<file path="config.mk">
export PLATFORM = sky130hd
export DESIGN_NAME = cbt_bit_timing
export DESIGN_NICKNAME = d
export VERILOG_FILES = /design/src/logic/cbt_pkg.sv /design/src/logic/cbt_tq_div.sv /design/src/logic/cbt_edge_det.sv /design/src/logic/cbt_bit_timing.sv
export VERILOG_INCLUDE_DIRS = /design/src /design/src/logic
export SDC_FILE = /design/constraint.sdc
export NUM_CORES = 1
export LEC_CHECK = 0
export BUFFER_PORTS_ARGS = -buffer_cell sky130_fd_sc_hd__buf_2
export CORE_ASPECT_RATIO = 0.8
export CORE_MARGIN = 8
export CORE_UTILIZATION = 25
export CTS_BUF_LIST = sky130_fd_sc_hd__clkbuf_4 sky130_fd_sc_hd__clkbuf_8
export DETAILED_ROUTE_END_ITERATION = 8
export PLACE_DENSITY_LB_ADDON = 0.1
export SLEW_MARGIN = 10
export SYNTH_ARGS = -nofsm -noshare
export SYNTH_HDL_FRONTEND = slang
export SYNTH_SLANG_ARGS = --single-unit
</file>
<file path="constraint.sdc">
create_clock -name sys_clk -period 8.24 [get_ports sys_clk]
set_input_delay 0 -clock sys_clk [delete_from_list [all_inputs] [get_ports sys_clk]]
set_output_delay 0 -clock sys_clk [all_outputs]
set_load 0.01 [all_outputs]
</file>
<file path="src/logic/cbt_params.svh">
// constants for the bit-timing and synchronization block
`ifndef CBT_PARAMS_SVH
`define CBT_PARAMS_SVH

// configuration field, counter and bit-clock widths
`define CBT_BRP_W      6
`define CBT_SEG1_W     5
`define CBT_SEG2_W     4
`define CBT_SJW_W      4
`define CBT_CNT_W      6
`define CBT_CLKS_W     12

// timing: system clock period and the nominal bit period, both in ns
`define CBT_CLK_NS     100
`define CBT_TBIT_NS    4000
`define CBT_NOM_CLKS   (`CBT_TBIT_NS / `CBT_CLK_NS)

// bus levels
`define CBT_RECESSIVE  1'b1
`define CBT_DOMINANT   1'b0

// segment limits in time quanta
`define CBT_SYNC_TQ    6'h01
`define CBT_SEG2_MIN   4'h2
`define CBT_STEP       6'h01

`endif

</file>
<file path="src/logic/cbt_pkg.sv">
// types shared by the bit-timing and synchronization block
`include "cbt_params.svh"

package cbt_pkg;

   typedef enum logic [1:0] {
      CBT_ST_IDLE = 2'b00,
      CBT_ST_SYNC = 2'b01,
      CBT_ST_SEG1 = 2'b10,
      CBT_ST_SEG2 = 2'b11
   } cbt_state_e;

   typedef enum logic {
      CBT_SMP_SINGLE = 1'b0,
      CBT_SMP_TRIPLE = 1'b1
   } cbt_smode_e;

   typedef struct packed {
      logic [`CBT_BRP_W-1:0]  brp;
      logic [`CBT_SEG1_W-1:0] seg1;
      logic [`CBT_SEG2_W-1:0] seg2;
      logic [`CBT_SJW_W-1:0]  sjw;
      cbt_smode_e             smode;
   } cbt_cfg_s;

endpackage

</file>
<file path="src/logic/cbt_tq_div.sv">
// time quantum divider: one tick every div+1 system clocks
`timescale 1ns/1ps
`include "cbt_params.svh"

module cbt_tq_div #(
   parameter int W = `CBT_BRP_W
) (
   input  wire logic         sys_clk,
   input  wire logic         sys_rst,
   input  wire logic         run,
   input  wire logic [W-1:0] div,
   output logic              tick
);

   logic [W-1:0] cnt_q;
   logic [W-1:0] cnt_d;

   always_comb begin
      tick  = run && (cnt_q == div);
      cnt_d = (!run || tick) ? '0 : W'(cnt_q + 1'b1);
   end

   always_ff @(posedge sys_clk) begin
      if (sys_rst) begin
         cnt_q <= '0;
      end else begin
         cnt_q <= cnt_d;
      end
   end

endmodule

</file>
<file path="src/logic/cbt_edge_det.sv">
// recessive-to-dominant edge detector, evaluated once per time quantum
`timescale 1ns/1ps
`include "cbt_params.svh"

module cbt_edge_det (
   input  wire logic sys_clk,
   input  wire logic sys_rst,
   input  wire logic tick,
   input  wire logic rx,
   output logic      fall,
   output logic      prev_q
);

   logic prev_d;

   always_comb begin
      fall   = tick && (prev_q == `CBT_RECESSIVE) && (rx == `CBT_DOMINANT);
      prev_d = tick ? rx : prev_q;
   end

   always_ff @(posedge sys_clk) begin
      if (sys_rst) begin
         prev_q <= `CBT_RECESSIVE;
      end else begin
         prev_q <= prev_d;
      end
   end

endmodule

</file>
<file path="src/logic/cbt_bit_timing.sv">
// bit timing, resynchronization, sampling and transmit bit framing
`timescale 1ns/1ps
`include "cbt_params.svh"

// Functional notes
// RULE1 - bit period is whole system clocks, configurable
// RULE2 - target 4000 ns bit, flag mismatch
// RULE3 - time quantum from programmable clock divider
// RULE4 - each bit starts with one-quantum sync slot
// RULE5 - edge in early segment lengthens it
// RULE6 - early segment merges propagation and first phase
// RULE7 - edge in late segment shortens it
// RULE8 - adjustment never exceeds programmed jump limit
// RULE9 - one sample at early/late segment boundary
// RULE10 - transmit bit held one full bit period
// RULE11 - sample-mode setting selects samples per bit; code always takes one sample and flags a triple request as a config error
// RULE12 - always single sample, triple is refused
// RULE13 - nominal bit must equal 4000 ns
// RULE14 - adjust by min of error and limit
// RULE15 - next sync slot right after late segment
module cbt_bit_timing
   import cbt_pkg::*;
#(
   parameter int CNT_W = `CBT_CNT_W
) (
   input  wire logic                   sys_clk,
   input  wire logic                   sys_rst,
   input  wire logic                   enable,
   input  wire cbt_cfg_s               cfg,
   input  wire logic                   tx_bit,
   input  wire logic                   rx_in,
   output logic                        tx_out_q,
   output logic                        rx_bit_q,
   output logic                        sample_q,
   output logic                        bit_start_q,
   output logic                        resync_q,
   output logic [CNT_W-1:0]            phase_err_q,
   output cbt_smode_e                  smode_q,
   output logic [`CBT_CLKS_W-1:0]      bit_clks_q,
   output logic                        rate_ok_q,
   output logic                        cfg_err_q
);

   cbt_state_e             state_q;
   cbt_state_e             state_d;
   logic [CNT_W-1:0]       cnt_q;
   logic [CNT_W-1:0]       cnt_d;
   logic [CNT_W-1:0]       len_q;
   logic [CNT_W-1:0]       len_d;
   logic                   synced_q;
   logic                   synced_d;
   logic                   tx_d;
   logic                   rxb_d;
   logic                   smp_d;
   logic                   bs_d;
   logic                   rs_d;
   logic [CNT_W-1:0]       perr_d;
   cbt_smode_e             smode_d;
   logic [`CBT_CLKS_W-1:0] clks_d;
   logic                   rate_d;
   logic                   cerr_d;

   logic                   tq_tick;
   logic                   rx_fall;
   logic                   rx_prev;

   logic [CNT_W-1:0]       sjw_w;
   logic [CNT_W-1:0]       seg1_w;
   logic [CNT_W-1:0]       seg2_w;
   logic [CNT_W-1:0]       pos;
   logic [CNT_W-1:0]       err;
   logic [CNT_W-1:0]       adj;
   logic [CNT_W-1:0]       rem;

   // quanta are only counted while enabled so the first bit starts cleanly
   cbt_tq_div #(
      .W (`CBT_BRP_W)
   ) u_div (
      .sys_clk (sys_clk),
      .sys_rst (sys_rst),
      .run     (enable),
      .div     (cfg.brp),
      .tick    (tq_tick)
   ); // RULE3

   cbt_edge_det u_edge (
      .sys_clk (sys_clk),
      .sys_rst (sys_rst),
      .tick    (tq_tick),
      .rx      (rx_in),
      .fall    (rx_fall),
      .prev_q  (rx_prev)
   );

   function automatic logic [CNT_W-1:0] min_q(input logic [CNT_W-1:0] a,
                                              input logic [CNT_W-1:0] b);
      return (a < b) ? a : b;
   endfunction

   // timing state: segment walk, resync and sampling
   always_comb begin
      sjw_w    = CNT_W'(cfg.sjw);
      seg1_w   = CNT_W'(cfg.seg1);
      seg2_w   = CNT_W'(cfg.seg2);
      pos      = CNT_W'(cnt_q + `CBT_STEP);
      err      = '0;
      adj      = '0;
      rem      = '0;
      state_d  = state_q;
      cnt_d    = cnt_q;
      len_d    = len_q;
      synced_d = synced_q;
      tx_d     = tx_out_q;
      rxb_d    = rx_bit_q;
      smp_d    = 1'b0;
      bs_d     = 1'b0;
      rs_d     = 1'b0;
      perr_d   = phase_err_q;
      if (!enable) begin
         state_d  = CBT_ST_IDLE;
         cnt_d    = '0;
         synced_d = 1'b0;
      end else begin
         case (state_q)
            CBT_ST_IDLE: begin
               // start on a quantum boundary so the first sync slot is a full quantum
               if (tq_tick) begin // RULE4
                  state_d  = CBT_ST_SYNC;
                  cnt_d    = '0;
                  len_d    = `CBT_SYNC_TQ;
                  bs_d     = 1'b1;
                  tx_d     = tx_bit; // RULE10
                  synced_d = 1'b0;
               end
            end
            CBT_ST_SYNC: begin
               if (tq_tick) begin
                  // an edge inside the sync slot means we are already aligned
                  synced_d = synced_q | rx_fall;
                  state_d  = CBT_ST_SEG1; // RULE4
                  cnt_d    = '0;
                  len_d    = seg1_w; // RULE6
               end
            end
            CBT_ST_SEG1: begin
               if (tq_tick) begin
                  len_d = len_q;
                  if (rx_fall && !synced_q) begin
                     err      = pos;
                     adj      = min_q(err, sjw_w); // RULE14
                     len_d    = CNT_W'(len_q + adj); // RULE5 RULE8
                     synced_d = 1'b1;
                     rs_d     = 1'b1;
                     perr_d   = err;
                  end
                  if (pos >= len_d) begin
                     state_d = CBT_ST_SEG2;
                     cnt_d   = '0;
                     len_d   = seg2_w;
                     smp_d   = 1'b1;
                     rxb_d   = rx_in; // RULE9
                  end else begin
                     cnt_d = pos;
                  end
               end
            end
            CBT_ST_SEG2: begin
               if (tq_tick) begin
                  rem = (len_q > pos) ? CNT_W'(len_q - pos) : '0;
                  if (rx_fall && !synced_q && (rem != '0)) begin
                     err      = rem;
                     adj      = min_q(err, sjw_w); // RULE14
                     rem      = CNT_W'(rem - adj); // RULE7 RULE8
                     synced_d = 1'b1;
                     rs_d     = 1'b1;
                     perr_d   = err;
                  end
                  if (rem == '0) begin
                     state_d  = CBT_ST_SYNC; // RULE15
                     cnt_d    = '0;
                     len_d    = `CBT_SYNC_TQ;
                     bs_d     = 1'b1;
                     tx_d     = tx_bit; // RULE10
                     synced_d = 1'b0;
                  end else begin
                     cnt_d = pos;
                     len_d = CNT_W'(pos + rem);
                  end
               end
            end
            default: begin
               state_d = CBT_ST_IDLE;
            end
         endcase
      end
   end

   always_ff @(posedge sys_clk) begin
      if (sys_rst) begin
         state_q     <= CBT_ST_IDLE;
         cnt_q       <= '0;
         len_q       <= '0;
         synced_q    <= 1'b0;
         tx_out_q    <= `CBT_RECESSIVE;
         rx_bit_q    <= `CBT_RECESSIVE;
         sample_q    <= 1'b0;
         bit_start_q <= 1'b0;
         resync_q    <= 1'b0;
         phase_err_q <= '0;
      end else begin
         state_q     <= state_d;
         cnt_q       <= cnt_d;
         len_q       <= len_d;
         synced_q    <= synced_d;
         tx_out_q    <= tx_d;
         rx_bit_q    <= rxb_d;
         sample_q    <= smp_d;
         bit_start_q <= bs_d;
         resync_q    <= rs_d;
         phase_err_q <= perr_d;
      end
   end

   // configuration status: bit length in system clocks and legality
   always_comb begin
      clks_d = `CBT_CLKS_W'(({6'h00, cfg.brp} + 12'h001)
               * (12'(cfg.seg1) + 12'(cfg.seg2) + 12'(`CBT_SYNC_TQ))); // RULE1
      // the tolerance is tighter than one clock, so only an exact match passes
      rate_d  = (clks_d == `CBT_CLKS_W'(`CBT_NOM_CLKS)); // RULE2 RULE13
      // majority voting is never used; a triple request is only reported
      smode_d = CBT_SMP_SINGLE; // RULE11 RULE12
      cerr_d  = (cfg.smode == CBT_SMP_TRIPLE) || (cfg.seg1 == '0)
                || (cfg.seg2 < `CBT_SEG2_MIN) || (cfg.sjw == '0)
                || (cfg.sjw > cfg.seg2) || !rate_d;
   end

   always_ff @(posedge sys_clk) begin
      if (sys_rst) begin
         bit_clks_q <= '0;
         rate_ok_q  <= 1'b0;
         smode_q    <= CBT_SMP_SINGLE;
         cfg_err_q  <= 1'b0;
      end else begin
         bit_clks_q <= clks_d;
         rate_ok_q  <= rate_d;
         smode_q    <= smode_d;
         cfg_err_q  <= cerr_d;
      end
   end
endmodule

</file>
# --- After elaboration in Yosys (flattened, before gate mapping) ---
# Index checks and enable logic that the tools add are counted.
totals:
  elab_cells: 141
  inputBits: 25
  reg_bits: 47
  output_inout_bits: 26
classes:
  n_eq_ne: 15
  order_cmp: 6
  mul: 1
  n_addsub: 9
  n_reduce_logical: 32
  n_mux: 58
  bitwise: 5
op_table:
  columns: ["operator", "n"]
  rows:
  - ["$mux 6", 26]
  - ["$pmux 6 s4", 1]
  - ["$mux 1", 18]
  - ["$pmux 6 s3", 1]
  - ["$reduce_and 6->1", 3]
  - ["$add 6x1->7 const B", 2]
  - ["$add 6x1->6 const B", 2]
  - ["$add 6x6->6", 2]
  - ["$eq 12x6->1 const B", 1]
  - ["$lt 6x4->1", 2]
  - ["$mul 7x7->12", 1]
  - ["$mux 2", 6]
  - ["$pmux 6 s2", 1]
  - ["$sub 6x6->6", 2]
  - ["$ne 2x1->1 const B", 5]
  - ["$reduce_and 5->1", 2]
  - ["$ne 2x2->1 const B", 4]
  - ["$pmux 2 s4", 1]
  - ["$add 5x4->6", 1]
  - ["$eq 6x6->1", 1]
  - ["$ge 6x6->1", 1]
  - ["$gt 6x6->1", 1]
  - ["$logic_not 6->1", 1]
  - ["$logic_or 1x1->1", 6]
  - ["other kinds (20)", 35]

# --- Longest topological paths before layout ---
logic_depth:
  depth_word: 14
  ltp_mapped: 29
  ltp_nobuf: 28

# --- By module ---
# A second synthesis with hierarchy kept.
unflattened:
  cells_unflattened: 649
  area_unflattened_um2: 5290.1
modules_own_cells:
  columns: ["module", "seq_area_each_um2", "area_per_inst_um2", "cells_each", "n_inst"]
  rows:
  - ["cbt_bit_timing", 800.8, 4904.7, 611, 1]
  - ["cbt_tq_div", 120.1, 340.3, 34, 1]
  - ["cbt_edge_det", 20.0, 45.0, 4, 1]

# --- Worst setup path after synthesis ---
# No wires, ideal clock.
synth_path:
  path_kind: "register to register"
  startpoint: "register cnt_q[0]"
  endpoint: "register tx_out_q"
  synth_period_minus_slack_ns: 6.082
  setup_slack_ns: 2.158
  setup_ns: 0.120
  arrival_time_ns: 5.963
  stages_incl_launch_ff: 26
  path_cell_list: "dfxtp_1 ha_1 fa_1 nand2b_1 a32oi_1 maj3_2 maj3_2 a21oi_2 buf_2 nor2_1 ha_1 a21o_1 a21o_1 a211oi_2 mux2i_1 ha_1 a21o_1 a21o_1 a211o_1 a311o_1 a211oi_2 a31oi_4 nor2_4 buf_6 nor3_1 a211o_1"
synth_via:
  elab_chain_len: 13
  elab_cells_between_ends: 16
  classes_between: "add/sub (3); order compare (2); eq/ne (1); mux (6); reduce/logical (4)"
synth_lines:
  columns: ["element", "line", "rtl"]
  rows:
  - ["start: declaration", "cbt_bit_timing.sv:46", "logic [CNT_W-1:0] cnt_q;"]
  - ["start signal: assignment", "cbt_bit_timing.sv:212", "cnt_q <= cnt_d;"]
  - ["$add 6x1->6 (no source line) *", null, null]
  - ["$sub 6x6->6 or $gt 6x6->1 (tied branches)", "cbt_bit_timing.sv:169", "rem = (len_q > pos) ? CNT_W'(len_q - pos) : '0;"]
  - ["$mux 6 *", "cbt_bit_timing.sv:169", null]
  - ["$lt 6x4->1", "cbt_bit_timing.sv:97", "return (a < b) ? a : b;"]
  - ["$mux 6", "cbt_bit_timing.sv:97", null]
  - ["$sub 6x6->6", "cbt_bit_timing.sv:173", "rem = CNT_W'(rem - adj);"]
  - ["$mux 6 *", "cbt_bit_timing.sv:170", "if (rx_fall && !synced_q && (rem != '0)) begin"]
  - ["$mux 6 *", "cbt_bit_timing.sv:168", "if (tq_tick) begin"]
  - ["$mux 6 *", "cbt_bit_timing.sv:124", "case (state_q)"]
  - ["$mux 6 *", "cbt_bit_timing.sv:119", "if (!enable) begin"]
  - ["$logic_not 6->1 *", "cbt_bit_timing.sv:178", "if (rem == '0) begin"]
  - ["$ne 2x2->1 (no source line) *", null, null]
  - ["$reduce_and 5->1 (no source line) *", null, null]
  - ["end signal: assignment", "cbt_bit_timing.sv:204", "tx_out_q <= `CBT_RECESSIVE;"]
  - ["end signal: assignment", "cbt_bit_timing.sv:215", "tx_out_q <= tx_d;"]
  - ["end: declaration", "cbt_bit_timing.sv:32", "output logic tx_out_q,"]
# Mark *: on every way between the ends. The rest lies on a longest branch, timed or not. The select of a mux whose other input is x is not followed.
# A chain may end at the register's enable or synchronous reset.

# --- Worst setup path after layout ---
layout_path:
  startpoint: "register cnt_q[0]"
  endpoint: "register len_q[4]"
layout_via:
  elab_chain_len: 14
  elab_cells_between_ends: 28
  classes_between: "add/sub (5); order compare (4); mux (16); reduce/logical (3)"
layout_lines:
  columns: ["element", "line", "rtl"]
  rows:
  - ["$add 6x1->6 (no source line) *", null, null]
  - ["$sub 6x6->6 or $gt 6x6->1 (tied branches)", "cbt_bit_timing.sv:169", null]
  - ["$mux 6", "cbt_bit_timing.sv:169", null]
  - ["$lt 6x4->1", "cbt_bit_timing.sv:97", null]
  - ["$mux 6", "cbt_bit_timing.sv:97", null]
  - ["$sub 6x6->6", "cbt_bit_timing.sv:173", null]
  - ["$mux 6", "cbt_bit_timing.sv:170", null]
  - ["$mux 6", "cbt_bit_timing.sv:168", null]
  - ["$mux 6", "cbt_bit_timing.sv:124", null]
  - ["$mux 6", "cbt_bit_timing.sv:119", null]
  - ["$add 6x6->6 or $logic_not 6->1 (tied branches)", "cbt_bit_timing.sv:187, cbt_bit_timing.sv:178", null]
  - ["$mux 6", "cbt_bit_timing.sv:178", null]
  - ["$mux 6", "cbt_bit_timing.sv:168", null]
  - ["$pmux 6 s4 *", "cbt_bit_timing.sv:124", null]
  - ["end signal: assignment", "cbt_bit_timing.sv:213", "len_q <= len_d;"]
  - ["end: declaration", "cbt_bit_timing.sv:48", "logic [CNT_W-1:0] len_q;"]
# Marks and branches as above.

==> run metrics <==
Post-Syn Instances 639; Post-Syn Area approximately 5300 µm²; ratio of cells with drive above 1 in the final layout 12.1%; register area share after synthesis 17.6%; Synth async-reset ratio 0%; status finished, final reports clean; hold_ws ~0.035 ns; IO Pins 51; # hold bufs at CTS 2; fin crit period 7.11 ns; Max-slew headroom 51.7%; worst skew pair latency around 0.33 ns; CTS tree done; final hold vios 0; max-slew violations 0; #FFs+latches synth 47; Max Clk Rate 141 MHz; WL/cell approximately 17 µm; Setup Fix Bufs, Post-CTS 0; Avg Vias per Cell 4.86; row cnt 47; WP data required ~8.5 ns; dpl cell area 5850 µm²; CP Data Arrival Time 7.35 ns; leakage 2.79 nW; final period utilization 86.3%; Most used DFF post-synth dfxtp_1; max cap viols 0; synth top area cells dfxtp_1 18%, ha_1 17%, fa_1 8.6%; ANT nets after route 0; Buffers on Ports roughly 50; Crit. End Element register; worst-margin pin slew 0.722 ns; CTS H-tree lvls 2; first-pass GRT wire length 26200 µm; top post-synthesis cells by count 78 x inv_1, 78 x nor2_1, 72 x ha_1; total gr overflow 0; area added between synthesis and finish 11.5%; crit path launch type register; Starting Density between 20 and 30%; Clock Tree Buf Depth 2; Yosys warning total 0; post-synth top area cell dfxtp_1; diode count 0; Detailed Route Iter0 Violations 295; setup TNS 0 ns; average size of a mapped cell 8.35 µm²; CTS resizes 0; core area 20800 µm²; vias 4627; pin count of the biggest net entering global routing 24; Setup WS pre-CTS 1.18 ns; Post-DP HPWL 13900 µm; Nets 805; unique cell type count in the Yosys netlist 72; post-route cell area 5950 µm²; root buffer cell clkbuf_8; clock slew at reported path FFs 0.10 ns; peak supply drop 0.0499 mV; number of global-route vias before repair 4621; final setup vio count 0; Tightest Hold Check Type primary input to register; Residual DRC 0; die height 147 µm; Num Clock Sinks 47; unrepaired setup endpoints after global routing no; die width 179 µm; Post-Route WL 16400 µm; initial antenna violation count 0; first drt pass iteration count 5; kind of critical path register to register; Final Skew 0.00818 ns; Post-synth EDFFs 0; Die ar. 26300 µm²; Setup WS post-layout 1.13 ns; total power 0.815 mW; Filler cells 2315; gpl congestion 0.847; PD cells approximately 140 nW/µm²; crit path max fanout 13; total CTS buffers 5; gr usage total between 10% and 20%; post-synth top area share 17.6%
[per-layer routing]
metal	part of all wire, %	up-vias	track usage (%)
li1	-	2284	-
met1	55	2219	19.5
met2	38	116	17.6
met3	6.3	8	3.14
met4	0.52	0	1.83
met5	0	-	0
[layout make-up]
| cell class | instances | area (µm²) | share of cell area (%) |
|---|---|---|---|
| inverter | 79 | 297 | 4.99 |
| clock inverter | 1 | 7.51 | 0.126 |
| clock buffer | 5 | 68.8 | 1.16 |
| sequential | 47 | 941 | 15.8 |
| timing repair buffer | 53 | 280 | 4.71 |
| tap | 269 | 337 | 5.66 |
| multi-input combinational | 499 | 4020 | 67.5 |
[report_power, final]
group	internal [mW]	switching, mW	leakage, nW
registers	0.247	0.00400	0.382
logic	0.177	0.247	2.37
clock network	0.0565	0.0837	0.0361
[worst max-delay path, cell delays in order, from the launching register on]
cell and delay (ns):
dfxtp_1 0.58, ha_1 0.31, xnor2_1 0.22, ha_1 0.36, nand2b_1 0.14, a32oi_1 0.07, maj3_2 0.31, maj3_2 0.33
a21oi_2 0.52, nor2_1 0.26, ha_1 0.34, a21o_1 0.16, a21o_1 0.18, a211oi_2 0.42, mux2i_1 0.35, ha_1 0.29
a21o_1 0.15, a21o_1 0.20, a211o_1 0.31, a311o_1 0.29, a211oi_2 0.36, a31oi_4 0.12, nor2_4 0.31, a221oi_1 0.15
o41ai_2 0.28
[flip-flops by register name (all words and copies together) (netlist names)]
signal         cells
cfg_err_q          1
u_div.cnt_q        6
tx_out_q           1
bit_clks_q        12
phase_err_q        6
rx_bit_q           1
bit_start_q        1
state_q            2
rate_ok_q          1
len_q              6
cnt_q              6
resync_q           1
u_edge.prev_q      1
sample_q           1
synced_q           1
[kinds of logic after synthesis]
logic type / count (synthesis) / share of synthesized area (%)
AOI/OAI and AO/OA: 133 / 17.8
xor gates and xnor gates: 55 / 10.2
adders and majority gates: 102 / 27.1
buffers and inverters: 94 / 7.11
DFF: 47 / 17.6
muxes: 16 / 3.00
other: 1 / 0.0703
and+or+nand+nor: 191 / 17.2
[placed cells by master (no fill, tap or decap), drive strengths merged, types with 3 or more instances in the layout]
cell type  instances
xor2              24
and3               5
nor2              79
dfxtp             47
maj3               7
buf               51
nor4               3
o31ai              3
and2               8
nand2b            12
a211o              4
a31oi              5
o21ai             24
o21a               3
fa                23
o211ai             6
ha                72
nand3             12
inv               79
mux2i             16
clkbuf             5
a211oi            11
xnor2             28
nor2b              7
nor3              11
nand4              4
nand2             35
or2                6
a21o              18
a21oi             34
[through the flow]
step,std cells,utilization [%]
3_5_place_dp,945,28.1
4_1_cts,953,28.6
6_report,953,28.6
2_1_floorplan,640,-
3_3_place_gp,945,28.1
5_1_grt,953,28.6
[path summary, 6_finish.rpt]
check / from / end / slack (ns) / cells after the start
worst min register to register: rx_bit_q$_SDFFE_PP1P_ / rx_bit_q$_SDFFE_PP1P_ / 0.50 / 2
worst max-delay path: cnt_q[0]$_SDFFE_PP0P_ / len_q[4]$_SDFFE_PP0P_ / 1.13 / 24
worst max register to register: cnt_q[0]$_SDFFE_PP0P_ / len_q[4]$_SDFFE_PP0P_ / 1.13 / 24
worst min-delay path: cfg[11] / len_q[2]$_SDFFE_PP0P_ / 0.04 / 3
(Power assumes the default switching activity.)
